File: src/lane_err_consts.vh
`ifndef LANE_ERR_CONSTS_VH
`define LANE_ERR_CONSTS_VH

// ----------------------------------------
// Register offsets
// ----------------------------------------
`define ADDR_W 12
`define DATA_W 8
`define ADDR_INVALID_CODE_STATUS 12'h46E
`define ADDR_STRAY_CONTROL_STATUS 12'h46F
`define ADDR_IRQ_STATUS 12'h480
`define ADDR_IRQ_MASK 12'h481
`define ADDR_COUNT_CLEAR 12'h482

// ----------------------------------------
// Field positions and reset values
// ----------------------------------------
`define IRQ_BIT_INVALID_CODE 0
`define IRQ_BIT_STRAY_CONTROL 1
`define COUNT_CLEAR_BIT 0
`define STATUS_RESET 8'h00
`define IRQ_MASK_RESET 8'h00
`define READ_UNMAPPED 8'h00

`endif

File: src/lane_err_counter.v
`timescale 1ns/100ps
// ----------------------------------------
// One error counter and its threshold flag
// ----------------------------------------
module lane_err_counter #(
   parameter CNT_W = 8
) (
   input wire ref_clk, // System clock
   input wire reset_n, // Async reset, active low
   input wire err_evt, // One detected error, pulse
   input wire clear, // Zero the count, pulse
   input wire [CNT_W-1:0] threshold, // Error count threshold
   output reg [CNT_W-1:0] count_r, // Current error count
   output reg flag_r // Count at or above threshold
);

   localparam [CNT_W-1:0] CNT_MAX = {CNT_W{1'b1}};
   localparam [CNT_W-1:0] CNT_ONE = {{(CNT_W-1){1'b0}}, 1'b1};

   // Saturating count of errors, clear has priority
   always @(posedge ref_clk or negedge reset_n) begin
      if (!reset_n) begin
         count_r <= {CNT_W{1'b0}};
      end else if (clear) begin
         count_r <= {CNT_W{1'b0}};
      end else if (err_evt && (count_r != CNT_MAX)) begin
         count_r <= count_r + CNT_ONE;
      end
   end

   // Threshold compare, flag zero during reset
   always @(posedge ref_clk or negedge reset_n) begin
      if (!reset_n) begin
         flag_r <= 1'b0;
      end else begin
         flag_r <= (count_r >= threshold);
      end
   end

endmodule // lane_err_counter

File: src/lane_code_error_status.v
`timescale 1ns/100ps
`include "lane_err_consts.vh"

module lane_code_error_status #(
   parameter NUM_LANES = 8,
   parameter NUM_LINKS = 2,
   parameter PAGE_W = 1,
   parameter CNT_W = 8
) (
   input wire ref_clk, // System clock, 10 MHz
   input wire reset_n, // Async reset, active low
   input wire [NUM_LINKS*NUM_LANES-1:0] invalid_code_evt, // Code not in table, per link/lane
   input wire [NUM_LINKS*NUM_LANES-1:0] stray_control_evt, // Unexpected control char, per link/lane
   input wire [CNT_W-1:0] error_count_threshold, // Shared error threshold
   input wire [PAGE_W-1:0] link_page, // Link select for the flags
   input wire [`ADDR_W-1:0] reg_addr, // Register address
   input wire [`DATA_W-1:0] reg_wdata, // Register write data
   input wire reg_wr, // Write strobe
   input wire reg_rd, // Read strobe
   output reg [`DATA_W-1:0] reg_rdata_r, // Read data, cycle after strobe
   output wire irq // Level interrupt, active high
);

   localparam NL = NUM_LINKS * NUM_LANES;

   // Flat event and flag vectors, link-major:
   // bit link*NUM_LANES+lane, two counters per bit,
   // one for each error class

   // ----------------------------------------
   // Declarations
   // ----------------------------------------
   wire [NL-1:0] invalid_flag;
   wire [NL-1:0] stray_flag;
   reg [NL-1:0] invalid_flag_d_r;
   reg [NL-1:0] stray_flag_d_r;
   reg [NUM_LANES-1:0] invalid_page;
   reg [NUM_LANES-1:0] stray_page;
   reg [`DATA_W-1:0] irq_status_r;
   reg [`DATA_W-1:0] irq_status_nxt;
   reg [`DATA_W-1:0] irq_mask_r;
   reg count_clear_r;
   reg [`DATA_W-1:0] rdata_nxt;
   wire invalid_rise;
   wire stray_rise;
   wire wr_status;
   wire wr_mask;
   wire wr_clear;

   // ----------------------------------------
   // Helper functions
   // ----------------------------------------
   // Lane flags of one link, zero if page out of range
   function [NUM_LANES-1:0] page_flags;
      input [NL-1:0] flags; // All links, link-major
      input [PAGE_W-1:0] page; // Selected link
      integer j;
      begin
         page_flags = {NUM_LANES{1'b0}};
         for (j = 0; j < NUM_LINKS; j = j + 1) begin
            if (page == j[PAGE_W-1:0]) begin
               page_flags = flags[j*NUM_LANES +: NUM_LANES];
            end
         end
      end
   endfunction

   // Any flag of one class gone from 0 to 1
   function any_rise;
      input [NL-1:0] now_flags; // Flags this cycle
      input [NL-1:0] old_flags; // Flags one cycle back
      begin
         any_rise = |(now_flags & ~old_flags);
      end
   endfunction

   // ----------------------------------------
   // Counters, one per link, lane and class
   // ----------------------------------------
   genvar g;
   generate
      for (g = 0; g < NL; g = g + 1) begin : g_lane
         // Invalid code group counter
         lane_err_counter #(.CNT_W(CNT_W)) u_invalid (
            .ref_clk(ref_clk),
            .reset_n(reset_n),
            .err_evt(invalid_code_evt[g]),
            .clear(count_clear_r),
            .threshold(error_count_threshold),
            .count_r(),
            .flag_r(invalid_flag[g])
         );
         // Unexpected control character counter
         lane_err_counter #(.CNT_W(CNT_W)) u_stray (
            .ref_clk(ref_clk),
            .reset_n(reset_n),
            .err_evt(stray_control_evt[g]),
            .clear(count_clear_r),
            .threshold(error_count_threshold),
            .count_r(),
            .flag_r(stray_flag[g])
         );
      end
   endgenerate

   // ----------------------------------------
   // Link paging of the flags
   // ----------------------------------------
   // Pick the lane flags of the selected link, zero if out of range
   always @* begin
      invalid_page = page_flags(invalid_flag, link_page);
      stray_page = page_flags(stray_flag, link_page);
   end

   // ----------------------------------------
   // Interrupt events and status
   // ----------------------------------------
   // Previous flags for rising-edge detect
   always @(posedge ref_clk or negedge reset_n) begin
      if (!reset_n) begin
         invalid_flag_d_r <= {NL{1'b0}};
         stray_flag_d_r <= {NL{1'b0}};
      end else begin
         invalid_flag_d_r <= invalid_flag;
         stray_flag_d_r <= stray_flag;
      end
   end

   // ----------------------------------------
   // Edge events and write decode
   // ----------------------------------------
   // Flags rechecked each cycle: a lower threshold
   // raises flags, and maybe the interrupt,
   // with no new errors
   assign invalid_rise = any_rise(invalid_flag, invalid_flag_d_r);
   assign stray_rise = any_rise(stray_flag, stray_flag_d_r);
   // One write strobe per writable register
   assign wr_status = reg_wr && (reg_addr == `ADDR_IRQ_STATUS);
   assign wr_mask = reg_wr && (reg_addr == `ADDR_IRQ_MASK);
   assign wr_clear = reg_wr && (reg_addr == `ADDR_COUNT_CLEAR);

   // Status bit 0: some code flag rose
   // Status bit 1: some control flag rose

   // Write one to clear, a new event wins over the clear
   always @* begin
      irq_status_nxt = irq_status_r;
      if (wr_status) begin
         irq_status_nxt = irq_status_r & ~reg_wdata;
      end
      if (invalid_rise) begin
         irq_status_nxt[`IRQ_BIT_INVALID_CODE] = 1'b1;
      end
      if (stray_rise) begin
         irq_status_nxt[`IRQ_BIT_STRAY_CONTROL] = 1'b1;
      end
      irq_status_nxt[`DATA_W-1:2] = {(`DATA_W-2){1'b0}};
   end

   // Status, mask and counter clear registers
   // Clear pulse comes a cycle after the write;
   // errors in that cycle are dropped
   always @(posedge ref_clk or negedge reset_n) begin
      if (!reset_n) begin
         irq_status_r <= `STATUS_RESET;
         irq_mask_r <= `IRQ_MASK_RESET;
         count_clear_r <= 1'b0;
      end else begin
         irq_status_r <= irq_status_nxt;
         if (wr_mask) begin
            irq_mask_r <= {{(`DATA_W-2){1'b0}}, reg_wdata[1:0]};
         end
         count_clear_r <= wr_clear && reg_wdata[`COUNT_CLEAR_BIT];
      end
   end

   assign irq = |(irq_status_r & irq_mask_r);

   // ----------------------------------------
   // Register read port
   // ----------------------------------------
   // Map, all registers 8 bits wide
   //   0x46E  code flags, lane n at bit n, RO
   //   0x46F  control flags, lane n at bit n, RO
   //   0x480  irq status, W1C, set wins
   //   0x481  irq mask, bits 1:0, rest read 0
   //   0x482  bit0 = 1 clears every counter
   // Flags follow the link page
   // Unmapped reads give 0, unmapped writes ignored

   // Read decode, status flags have no write path
   always @* begin
      rdata_nxt = `READ_UNMAPPED;
      case (reg_addr)
         `ADDR_INVALID_CODE_STATUS: rdata_nxt = invalid_page[`DATA_W-1:0];
         `ADDR_STRAY_CONTROL_STATUS: rdata_nxt = stray_page[`DATA_W-1:0];
         `ADDR_IRQ_STATUS: rdata_nxt = irq_status_r;
         `ADDR_IRQ_MASK: rdata_nxt = irq_mask_r;
         `ADDR_COUNT_CLEAR: rdata_nxt = `READ_UNMAPPED; // Write-only pulse
         default: rdata_nxt = `READ_UNMAPPED;
      endcase
   end

   // Read data stands only in the cycle after the strobe
   always @(posedge ref_clk or negedge reset_n) begin
      if (!reset_n) begin
         reg_rdata_r <= `READ_UNMAPPED;
      end else if (reg_rd) begin
         reg_rdata_r <= rdata_nxt;
      end else begin
         reg_rdata_r <= `READ_UNMAPPED;
      end
   end

endmodule // lane_code_error_status

File: config.mk
export PLATFORM = sky130hd
export DESIGN_NAME = lane_code_error_status
export DESIGN_NICKNAME = d
export VERILOG_FILES = /design/src/lane_err_counter.v /design/src/lane_code_error_status.v
export VERILOG_INCLUDE_DIRS = /design/src /design/src/src
export SDC_FILE = /design/constraint.sdc
export NUM_CORES = 1
export LEC_CHECK = 0
export BUFFER_PORTS_ARGS = -buffer_cell sky130_fd_sc_hd__buf_4
export CAP_MARGIN = 40
export CORE_MARGIN = 5
export CORE_UTILIZATION = 35
export CTS_CLUSTER_DIAMETER = 50
export DETAILED_ROUTE_END_ITERATION = 8
export HOLD_SLACK_MARGIN = 0.12
export PLACE_DENSITY = 0.52
export SYNTH_ARGS = -nofsm -noshare
export SYNTH_HDL_FRONTEND = slang
export SYNTH_SLANG_ARGS = --single-unit
export TNS_END_PERCENT = 1
File: constraint.sdc
create_clock -name ref_clk -period 2.2 [get_ports ref_clk]
set_clock_uncertainty 0.15 [all_clocks]
set_input_delay 0.44 -clock ref_clk [delete_from_list [all_inputs] [get_ports ref_clk]]
set_output_delay 0.44 -clock ref_clk [all_outputs]
set_load 0.01 [all_outputs]
# After elaboration in Yosys (flattened, before gate mapping)
# Index checks and enable logic that the tools add are counted.
[word_totals]
register_bits = 333
elab_cells = 323
[classes]
n_mux = 71
addsub = 32
n_eq_ne = 37
bitwise = 7
n_reduce_logical = 73
order_cmp = 32
[op_table]
columns = ["op", "count"]
rows = [
  ["$mux W8", 67],
  ["$add A8 B1 Y8 const B", 32],
  ["$ge A8 B8 Y1", 32],
  ["$ne A8 B8 Y1 const B", 32],
  ["$reduce_bool A2 Y1", 34],
  ["$eq A12 B11 Y1 const B", 5],
  ["$logic_and A1 B1 Y1", 36],
  ["$and A16 B16 Y16", 2],
  ["$not A16 Y16", 2],
  ["$pmux W8 S4", 1],
  ["$reduce_or A16 Y1", 2],
  ["$reduce_or A8 Y1", 1],
  ["$and A2 B2 Y2", 2],
  ["$mux W1", 2],
  ["$mux W2", 1],
  ["$not A2 Y2", 1],
]

# Logic depth before layout (Yosys ltp)
# Gate-level depths: netlist of the first run.
[logic_depth]
word_depth = 4
ltp_mapped = 6
depth_no_buf = 6

# Cells and area by module
# Synthesis of the first run repeated with hierarchy kept, for this count alone.
[hier_totals]
cells_unflattened = 2411
area_unflattened_um2 = 23435.0
[by_module_without_submodules]
columns = ["mod", "seq_area_each_um2", "n_inst", "cells_per_inst", "area_each_um2"]
rows = [
  ["lane_err_counter", 225.2, 32, 71, 675.6],
  ["lane_code_error_status", 1126.1, 1, 139, 1814.2],
]

# Worst setup path after synthesis of the first run
# OpenSTA, ideal clock, no wires.
[synth_timing]
path_type = "in2reg"
start = "input error_count_threshold[2]"
end = "register g_lane[10].u_stray.flag_r"
setup_time_ps = 128
arrival_ps = 1816
required_time_ps = 1922
path_buffers = 0
setup_slack_ps = 106
stages = 6
cell_sequence = "inv_1 > ha_1 > a21oi_1 > o21ai_0 > a31oi_1 > o21ai_0"
[synth_between]
elab_chain_cells = 1
[synth_rtl]
columns = ["item", "line", "text"]
rows = [
  ["start: declaration", "lane_code_error_status.v:14", "input wire [CNT_W-1:0] error_count_threshold,"],
  ["$ge A8 B8 Y1", "lane_err_counter.v:36", "flag_r <= (count_r >= threshold);"],
  ["end signal: assignment", "lane_err_counter.v:36", ""],
  ["end: declaration", "lane_err_counter.v:14", "output reg flag_r"],
]
# Every way passes these cells.
# A chain may end at the register's enable or synchronous reset.

# Final worst setup path of the first run
[layout_timing]
start = "register g_lane[0].u_invalid.flag_r"
end = "register irq_status_r[0]"
[layout_between]
elab_chain_cells = 3
[layout_rtl]
columns = ["item", "line", "text"]
rows = [
  ["start: declaration", "lane_err_counter.v:14", ""],
  ["start signal: assignment", "lane_err_counter.v:36", ""],
  ["$and A16 B16 Y16 *", "lane_code_error_status.v:73", "any_rise = |(now_flags & ~old_flags);"],
  ["$reduce_or A16 Y1 *", "lane_code_error_status.v:73", ""],
  ["$mux W1 or $reduce_bool A2 Y1 (tied branches)", "n/a", ""],
  ["end signal: assignment", "lane_code_error_status.v:165", "irq_status_r <= `STATUS_RESET;"],
  ["end signal: assignment", "lane_code_error_status.v:169", "irq_status_r <= irq_status_nxt;"],
  ["end: declaration", "lane_code_error_status.v:39", "reg [`DATA_W-1:0] irq_status_r;"],
]
# Every way passes the cells marked *; elsewhere a longest branch is shown, timed or not.

==> results.md, run 1 <==
* Status: finished clean
* Routed len/inst at about 16 um
* First-pass GRT wire length at approximately 85000 um
* Async S/R FF share, synth at 1.00
* Setup slack after layout at 0.0706 ns
* Complex-gate fraction of the synthesized area at 0.146
* Vias in the first global route at 16600
* Routed WL at around 52000 um
* Later-pin clock latency in the skew report at between 0.5 and 0.6 ns
* CTS tree: yes
* Post-route ant nets at 0
* Top cells by area, synth: dfrtp_1 (40%), ha_1 (17%), nor2_1 (4.1%)
* Clk slew on worst S/H paths at ~0.060 ns
* GRT Total Usage at 0.160
* PortBufs at between 60 and 70
* Setup crit end kind: flop
* Worst setup path start: g_lane[0].u_invalid.flag_r$_DFF_PN0_
* Switching power summed over all nets at ~0.011 W
* Sequential Power Share at 0.392
* Worst-Margin Slew at 0.563 ns
* Synth Area per Inst at 9.71 sq um
* Fin Hold WS at about 0.18 ns
* Die Span Y at 254 um
* Synth Flop Type: dfrtp_1
* Cell variety after synth at 59
* Area grow syn2layout at 20.3%
* Critical path arrival at around 2.5 ns
* CTS root buf: clkbuf_16
* Top-count cell post-synth: dfrtp_1
* Synth Cell Area at approximately 0.021 sq mm
* Worst path required time at roughly 2.5 ns
* Total number of vias at about 17000
* Largest net degree at the start of global routing at 61
* Tmin final at 2.13 ns
* Site Rows at between 80 and 90
* Place WS at -0.0307 ns
* Adder-Cell Fraction of Synth Area at 0.172
* Antenna violations before repair at 2
* Yosys top cell area share at 0.399
* DP Wirelength at ~36000 um
* Core area at approximately 0.059 sq mm
* RR Startpoint: g_lane[0].u_invalid.flag_r$_DFF_PN0_
* Critical path class: reg -> reg
* Detailed Route Iter0 Violations at approximately 850
* Yosys top cell by area: dfrtp_1
* Clk buf depth at 3
* P_int at around 0.018 W
* Die footprint at between 0.06 and 0.07 sq mm
* Cts bufs inserted at 51
* H-tree lvl count at 2
* Die W at ~250 um
* Sequential fraction of the synthesis area at 0.399
* 1st-pass router iterations at 6
* Min-delay src: reg_addr[7]
* #FFs+latches synth at 333
* Largest family of logic cells by synthesized area: simple AND/OR/NAND/NOR gates
* Max Cap Viol at 0
* Simple-Gate Fraction of Synth Area at 0.190
* DR vias/cell at roughly 5.3
* Syn Nets at 2505
* Slew Limit Fails at 0
* CP max stage delay at 0.53 ns
* Pwr/cell area at 1160 mW/mm^2
* Buf/Inv on CP at 1
* Mux contribution to synthesized area at 0.0371
* Worst vdd ir at approximately 0.55 mV
* RSZ-0062 raised after global routing: no
* FMAX at approximately 0.47 GHz
* Comb pwr share at 0.322
* Initial Util at 0.354
* Share of cells above drive strength 1 at 0.0976
* Final hold violations at 0
* Final-report setup violation count at 0
* CP top delay family: compound AO/OA/AOI/OAI gates
* Setup Buffers After CTS at 0
* Critical Path Fanout Max at 3
* Drt drc at 0
* Slew HR at 0.621
* Synth Instances at between 2000 and 2500
* HP Class: in -> reg
* Yosys warns at 0
* Switch share at 0.372
* # clock sinks at between 300 and 400
* CP max-delay cell: a2111oi_1
* Tcrit/Tclk final at 0.968
* Final net count at roughly 2700
* Global placement routability congestion at about 0.79
* Clk pwr share at 0.287
* Crit path launch type: flop
* GR Overflow Total at 0
* CP cell instances: nor2b_1 -> a2111oi_1 -> buf_4 -> o2111ai_1 -> a211o_1
* Synth Area in XOR/XNOR at 0.0344
* Most frequent cells after synthesis: dfrtp_1 (333), ha_1 (288), nor2_1 (230), a21oi_1 (137), o21ai_0 (126)
* I/O pin count at 74
* Leakage at roughly 12 nW
* Post-synth EDFFs at 0
## power by group through the flow
stage               Combinational [W]  Sequential, W  Clock [W]
floorplan                     0.00725         0.0105          0
global placement              0.00895         0.0114          0
detailed placement            0.00939         0.0115          0
CTS                           0.00953         0.0114    0.00861
global route                   0.0111         0.0118    0.00887
finish                        0.00935         0.0114    0.00834
## cell usage in the layout (no fill, tap or decap), drive strengths merged, types with 10 or more instances in the layout
cell type	count
nand4	92
a21oi	137
clkbuf	73
a31oi	52
ha	288
a211oi	13
dfrtp	333
and3	55
a311oi	18
nand2	99
nand3b	15
and4	13
or3	10
o21ai	126
nor2b	68
dlygate4sd3	43
inv	86
nor2	230
a21o	64
xnor2	41
nor3	53
nor4b	11
xor2	41
nand3	85
clkinv	14
mux2i	55
o211ai	34
buf	113
o31ai	10
## through the flow
stage                      util  std cells  setup TNS (ns)  instance area (sq um)  total power, W
after floorplan               -       2152               0                  20900          0.0178
after global placement    0.388       3004         -0.0320                  22900          0.0204
after detailed placement  0.388       3004         -0.0307                  22900          0.0209
after CTS                 0.425       3141               0                  25100          0.0295
after global routing      0.425       3143               0                  25200          0.0318
final                     0.425       3144               0                  25200          0.0291
## worst reg2reg max path, stage by stage, from the launching register on
cell	delay, ns
dfrtp_1	0.43
nor2b_1	0.17
a2111oi_1	0.53
buf_4	0.20
o2111ai_1	0.21
a211o_1	0.33
## flip-flops by register name, summed over array words and instances, names as in the netlist
signal                    cells
g_lane.u_invalid.flag_r      16
irq_mask_r                    2
g_lane.u_stray.count_r      128
count_clear_r                 1
g_lane.u_stray.flag_r        16
irq_status_r                  2
stray_flag_d_r               16
reg_rdata_r                   8
g_lane.u_invalid.count_r    128
invalid_flag_d_r             16
## cells by family (layout without fill, tap and decap cells)
kind of cell / after synthesis / after routing
simple gates: 768 / 768
compound gates: 494 / 494
flops: 333 / 333
fa+ha+maj: 288 / 288
buf+inv: 120 / 336
xor+xnor: 82 / 82
mux: 67 / 67
other cells: 0 / 3
## repair_timing
item	CTS	global route
hold buffers	43	0
endpoints found under the hold margin	435	0
setup endpoints to repair	1	0
resized for setup	1	0
## final timing paths
check / endpoint / slack (ns) / depth (start not counted)
setup / recovery: irq_status_r[0]$_DFFE_PN0P_ / 0.07 / 5
hold / removal: reg_rdata_r[7]$_DFF_PN0_ / 0.18 / 5
setup reg to reg: irq_status_r[0]$_DFFE_PN0P_ / 0.07 / 5
hold reg to reg: stray_flag_d_r[8]$_DFF_PN0_ / 0.24 / 0
max in group asynchronous: g_lane[4].u_invalid.flag_r$_DFF_PN0_ / 1.04 / 3
min in group asynchronous: g_lane[0].u_stray.count_r[2]$_DFFE_PN0P_ / 0.23 / 2
## cell type report
cell class / instances / area [sq um]
Tap cell: 773 / 967
Inverter: 86 / 323
Sequential cell: 333 / 8340
Multi-Input combinational cell: 1699 / 12100
Clock buffer: 73 / 1520
Timing Repair Buffer: 156 / 1640
Fill cell: 5613 / 34000
Antenna cell: 3 / 7.51
Clock inverter: 21 / 245
## routing by layer
| metal | GRT usage | part of all wire | vias to the layer above |
|---|---|---|---|
| met5 | 0 | 0 | - |
| met4 | 0.0476 | 0.023 | 0 |
| met3 | 0.0241 | 0.032 | 75 |
| met2 | 0.273 | 0.48 | 200 |
| met1 | 0.212 | 0.47 | 8151 |
| li1 | - | - | 8366 |
No activity file was read; power rests on OpenSTA's default activity.
==> run 2, diff against run 1 <==
Settings changed: SETUP_SLACK_MARGIN from default to 0.15.
==> results.md, run 2 (same netlist as run 1, synthesis figures left out) <==
* Tot Pwr at 0.0296 W (+1.6%)
* Initial Util at 0.354 (unchanged)
* Top routing layer in use: met5
* Multi-input gate area at 0.0121 sq mm (about the same)
* DR vias/cell at 5.33 (-0.26%)
* Later-pin clock latency in the skew report at 0.60 ns (+0.02 ns)
* Tmin final at 2.04 ns (-0.0907 ns)
* Status: finished clean
* Switching power summed over all nets at 0.0110 W (+1.8%)
* Routed len/inst at 16.5 um (+0.21%)
* Drt drc at 0 (unchanged)
* Register area at 0.00834 sq mm (unchanged)
* Tcrit/Tclk final at 0.927 (-0.0412)
* Worst path required time at 2.53 ns (about the same)
* Switch share at 0.372 (+0.000778)
* Design area at 0.0252 sq mm (+0.21%)
* Final-report setup violation count at 0 (unchanged)
* Worst vdd ir at 0.617 mV (+12%)
* Slew HR at 0.479 (-0.141)
* Commonest non-fill, non-tap cell in the layout: dfrtp_1
* Die W at 254 um (unchanged)
* Site Rows at 89 (unchanged)
* Leakage at 11.9 nW (about the same)
* CP top delay family: buffers and inverters
* Area grow syn2layout at 20.6%
* Post-route ant nets at 0 (unchanged)
* DP Wirelength at 35400 um (-0.49%)
* Routed WL at 52000 um (+0.40%)
* I/O pin count at 74 (unchanged)
* Share of cells above drive strength 1 at 0.103 (+0.00510)
* Global placement routability congestion at 0.793 (+0.18%)
* Final hold violations at 0 (unchanged)
* Most Frequent Cell on Critical Path: dlygate4sd3_1
* First-pass GRT wire length at 85000 um (-0.50%)
* Critical path arrival at 2.37 ns (-0.08 ns)
* Largest net degree at the start of global routing at 69 (+13%)
* CP max-delay cell: dlygate4sd3_1
* Vias in the first global route at 16400 (-1.0%)
* FMAX at 0.491 GHz (+4.5%)
* Die footprint at 0.0647 sq mm (unchanged)
* Placed instance area at 0.0229 sq mm (-0.33%)
* Detailed Route Iter0 Violations at 786 (-8.0%)
* Crit path launch type: primary input
* # clock sinks at 333 (unchanged)
* 1st-pass router iterations at 4 (-2)
* Setup crit end kind: flop
* CTS tree: yes
* Clk pwr share at 0.300 (+0.013)
* Die Span Y at 254 um (unchanged)
* Buf/Inv on CP at 3 (+2)
* Final net count at 2684 (+0.15%)
* Critical path class: in -> reg
* Setup Buffers After CTS at 0 (unchanged)
* P_int at 0.0186 W (+1.5%)
* Antenna violations before repair at 2 (unchanged)
* Cells after DPL at 3005 (+0.033%)
* GRT Total Usage at 0.159 (-0.000829)
* Total number of vias at 16800 (-0.071%)
* Clk slew on worst S/H paths at 0.06 ns (about the same)
* Count of filler cells inserted in the layout at 5605 (-0.14%)
* CP max stage delay at 0.56 ns (+0.03 ns)
* Diode count at 0 (-3)
* Largest registers: g_lane.u_invalid.count_r (128), g_lane.u_stray.count_r (128)
* Slew Limit Fails at 0 (unchanged)
* PortBufs at 67 (unchanged)
* Cts bufs inserted at 54 (+5.9%)
* Most frequent cells in the layout: dfrtp_1 (332), ha_1 (288), nor2_1 (230)
* Pwr/cell area at 1170 mW/mm^2 (+1.4%)
* CP cell instances: dlygate4sd3_1 -> buf_4 -> nor3_4 -> nand4_2 -> mux2_1 -> dlygate4sd3_1
* Sequential Power Share at 0.387 (-0.005)
* Clk buf depth at 3 (unchanged)
* M1 WL at 24500 um (+1.6%)
* HP Class: in -> async
* Critical Path Fanout Max at 3 (unchanged)
* Non-filler instance count after layout at 3150 (+0.19%)
* GR Overflow Total at 0 (unchanged)
* WL met3 at 1600 um (-4.2%)
* RSZ-0062 raised after global routing: yes
* Worst-Margin Slew at 0.781 ns (+0.218 ns)
* Metal2 WL at 24600 um (-0.93%)
* Core area at 0.0591 sq mm (unchanged)
* H-tree lvl count at 2 (unchanged)
* CTS root buf: clkbuf_16
* Max Cap Viol at 0 (unchanged)
* Comb pwr share at 0.314 (-0.008)
==> run 2: changes by cell type in the layout (fill, tap and decap cells not counted), moves of 2 or more <==
cell        previous run  this run
diode_2                3         0
clkbuf_16             53        57
clkinvlp_4             3        12
clkbuf_1               8         6
buf_12                28        21
clkinv_4               4         9
bufinv_16              4         6
buf_4                 84        92
clkbuf_8              12         4
==> run 2: final timing paths <==
kind	from	end	slack [ns]	cells after the start
hold reg to reg	g_lane[9].u_invalid.flag_r$_DFF_PN0_	invalid_flag_d_r[9]$_DFF_PN0_	0.24	0
max in group asynchronous	reset_n	g_lane[3].u_stray.count_r[0]$_DFFE_PN0P_	1.06	3
min in group ref_clk	reg_addr[7]	reg_rdata_r[3]$_DFF_PN0_	0.18	5
setup reg to reg	g_lane[0].u_invalid.flag_r$_DFF_PN0_	irq_status_r[0]$_DFFE_PN0P_	0.28	5
hold / removal	reset_n	g_lane[14].u_invalid.count_r[3]$_DFFE_PN0P_	0.15	2
setup / recovery	reg_addr[6]	irq_mask_r[0]$_DFFE_PN0P_	0.16	6
==> run 2: final cells by class <==
class | count | area share
clock buffer | 67 | 0.0597
sequential | 333 | 0.331
tap | 773 | 0.0384
timing repair buffer | 157 | 0.0617
inverter | 86 | 0.0130
clock inverter | 35 | 0.0156
multi-input combinational | 1699 | 0.481
==> run 2: power groups by stage <==
stage,clock network (W),registers (W),logic [W]
floorplan,0,0.0105,0.00725
global placement,0,0.0115,0.00887
detailed placement,0,0.0115,0.00931
CTS,0.00911,0.0114,0.00943
global route,0.00932,0.0119,0.0110
finish,0.00885,0.0114,0.00928
==> run 2: timing repair <==
item | CTS | global route
resized for setup | 2 | 1
hold buffers | 43 | 0
endpoints found under the setup margin | 1 | 8
hold endpoints to repair | 453 | 0
==> run 2: metrics by stage <==
step / setup slack, ns / setup TNS (ns) / util / hold WS [ns]
5_1_grt: 0.129 / 0 / 0.426 / 0.156
2_1_floorplan: 0.171 / 0 / - / -0.00559
6_report: 0.161 / 0 / 0.426 / 0.149
3_3_place_gp: -0.0310 / -0.393 / 0.387 / 0.181
3_5_place_dp: -0.0489 / -0.171 / 0.387 / 0.179
4_1_cts: 0.188 / 0 / 0.426 / 0.125
==> run 2: routing by layer <==
layer	track usage	vias to the layer above
li1	-	8369
met1	0.211	8119
met2	0.271	199
met3	0.0242	89
met4	0.0468	4
met5	0	-
==> run 3, diff against run 2 <==
Clock period 2.2 ns to 2 ns, I/O delays scaled along.
==> results.md, run 3 (same netlist as run 1, synthesis figures left out) <==
* Switching power summed over all nets at 0.0119 W (+7.8%)
* Vias in the first global route at 16400 (+0.17%)
* Tcrit/Tclk final at 0.932
* RSZ-0062 raised after global routing: yes
* Die footprint at 0.0647 sq mm (unchanged)
* CTS tree: yes
* GR Overflow Total at 0 (unchanged)
* Share of cells above drive strength 1 at 0.115 (+0.0121)
* Reg2Reg Setup Slack at 0.14 ns (-0.14 ns)
* Largest net degree at the start of global routing at 66 (-4.3%)
* GRT Total Usage at 0.163 (+0.00361)
* Die Span Y at 254 um (unchanged)
* Setup TNS at 0 ns (unchanged)
* Clk pwr share at 0.275 (-0.025)
* P_int at 0.0198 W (+6.8%)
* Routed WL at 52500 um (+0.96%)
* Cells after DPL at 3037 (+1.1%)
* FMAX at 0.536 GHz
* Detailed Route Iter0 Violations at 737 (-6.2%)
* Clk slew on worst S/H paths at 0.06 ns (about the same)
* Fin Hold WS at 0.155 ns (+0.00536 ns)
* Leakage at 11.9 nW (+0.53%)
* Post-route ant nets at 0 (unchanged)
* Slew Limit Fails at 0 (unchanged)
* Critical Path Fanout Max at 3 (unchanged)
* Commonest non-fill, non-tap cell in the layout: dfrtp_1
* Drt drc at 0 (unchanged)
* Tmin final at ~1.9 ns
* Later-pin clock latency in the skew report at 0.57 ns (-0.03 ns)
* Site Rows at 89 (unchanged)
* I/O pin count at 74 (unchanged)
* Largest registers: g_lane.u_invalid.count_r (128), g_lane.u_stray.count_r (128)
* Multi-input gate area at 0.0122 sq mm (+0.26%)
* Sequential Power Share at 0.397 (+0.010)
* Final net count at 2711 (+1.0%)
* Most frequent cells in the layout: dfrtp_1 (331), ha_1 (285), nor2_1 (230)
* Worst-Margin Slew at 0.430 ns (-0.351 ns)
* Total number of vias at 16800 (+0.38%)
* Status: finished clean
* Initial Util at 0.354 (unchanged)
* Place WS at -0.127 ns (-0.0783 ns)
* Comb pwr share at 0.328 (+0.014)
* DP Wirelength at 36500 um (+3.0%)
* Cts bufs inserted at 48 (-11%)
* Count of filler cells inserted in the layout at 5664 (+1.1%)
* DR vias/cell at 5.31 (-0.28%)
* Antenna violations before repair at 2 (unchanged)
* First-pass GRT wire length at 86600 um (+1.9%)
* Area grow syn2layout at 21.1%
* Clk buf depth at 3 (unchanged)
* H-tree lvl count at 2 (unchanged)
* # clock sinks at 333 (unchanged)
* Non-filler instance count after layout at 3171 (+0.67%)
* Max Cap Viol at 0 (unchanged)
* Slew HR at 0.706 (+0.226)
* Final-report setup violation count at 0 (unchanged)
* PortBufs at 67 (unchanged)
* Final hold violations at 0 (unchanged)
* Core area at 0.0591 sq mm (unchanged)
* CTS root buf: clkbuf_16
* Worst path required time at 2.30 ns (-0.23 ns)
* 1st-pass router iterations at 5 (+1)
* Crit path launch type: flop
* Critical path class: reg -> reg
* HP Class: in -> reg
* Register area at 0.00834 sq mm (about the same)
* Critical path arrival at 2.17 ns (-0.20 ns)
* Pwr/cell area at 1250 mW/mm^2 (+6.7%)
* Switch share at 0.375 (+0.00230)
* Global placement routability congestion at 0.810 (+2.2%)
* Setup slack after layout at 0.135 ns (-0.0263 ns)
* Routed len/inst at 16.5 um (+0.29%)
* Setup crit end kind: flop
* Die W at 254 um (unchanged)
* Worst vdd ir at 0.724 mV (+17%)
run 3: worst max-delay path, stage by stage (launching register included):
cell and delay (ns):
dfrtp_1 0.44, nor2b_1 0.17, a2111oi_2 0.36, buf_4 0.17, o2111ai_2 0.16, a211o_1 0.30
run 3: final cells by class:
type                            instances  share of cell area
Sequential cell                       333               0.329
Inverter                               86              0.0133
Multi-Input combinational cell       1699               0.480
Timing Repair Buffer                  190              0.0733
Clock inverter                         28              0.0124
Clock buffer                           60              0.0529
Antenna cell                            2            0.000198
Tap cell                              773              0.0382
run 3: repair_timing:
item | CTS | global route
buffers inserted | 2 | 0
endpoints found under the hold margin | 466 | 0
resized for setup | 7 | 7
cloned | 0 | 0
hold buffers | 42 | 0
pin swaps | 1 | 0
endpoints found under the setup margin | 3 | 46
run 3: final timing paths:
path,cells after the start,start,endpoint
worst max-delay path,5,g_lane[0].u_invalid.flag_r$_DFF_PN0_,irq_status_r[0]$_DFFE_PN0P_
worst min-delay path,5,reg_addr[7],reg_rdata_r[3]$_DFF_PN0_
worst max register to register,5,g_lane[0].u_invalid.flag_r$_DFF_PN0_,irq_status_r[0]$_DFFE_PN0P_
worst min register to register,0,g_lane[6].u_stray.flag_r$_DFF_PN0_,stray_flag_d_r[6]$_DFF_PN0_
max in group asynchronous,3,reset_n,g_lane[10].u_stray.count_r[1]$_DFFE_PN0P_
min in group asynchronous,2,reset_n,g_lane[14].u_invalid.count_r[2]$_DFFE_PN0P_
run 3: power by group through the flow:
stage / sequential, W / clock [W] / combinational (W)
global placement: 0.0126 / 0 / 0.00990
finish: 0.0126 / 0.00872 / 0.0104
floorplan: 0.0116 / 0 / 0.00798
detailed placement: 0.0126 / 0 / 0.0104
global route: 0.0131 / 0.00932 / 0.0123
CTS: 0.0126 / 0.00902 / 0.0106
run 3: routing by layer:
layer / GRT usage / vias to the layer above / wire length [um]
li1: - / 8435 / -
met1: 0.217 / 8175 / 24900
met2: 0.281 / 166 / 25100
met3: 0.0255 / 68 / 1570
met4: 0.0367 / 0 / 914
met5: 0 / - / 0
run 3: per-stage QoR:
stage | cell area, sq um | utilization | power [W]
final | 25300 | 0.428 | 0.0317
after global routing | 25300 | 0.428 | 0.0347
after global placement | 23200 | 0.392 | 0.0225
after CTS | 25300 | 0.428 | 0.0322
after detailed placement | 23200 | 0.392 | 0.0230
after floorplan | 20900 | - | 0.0196
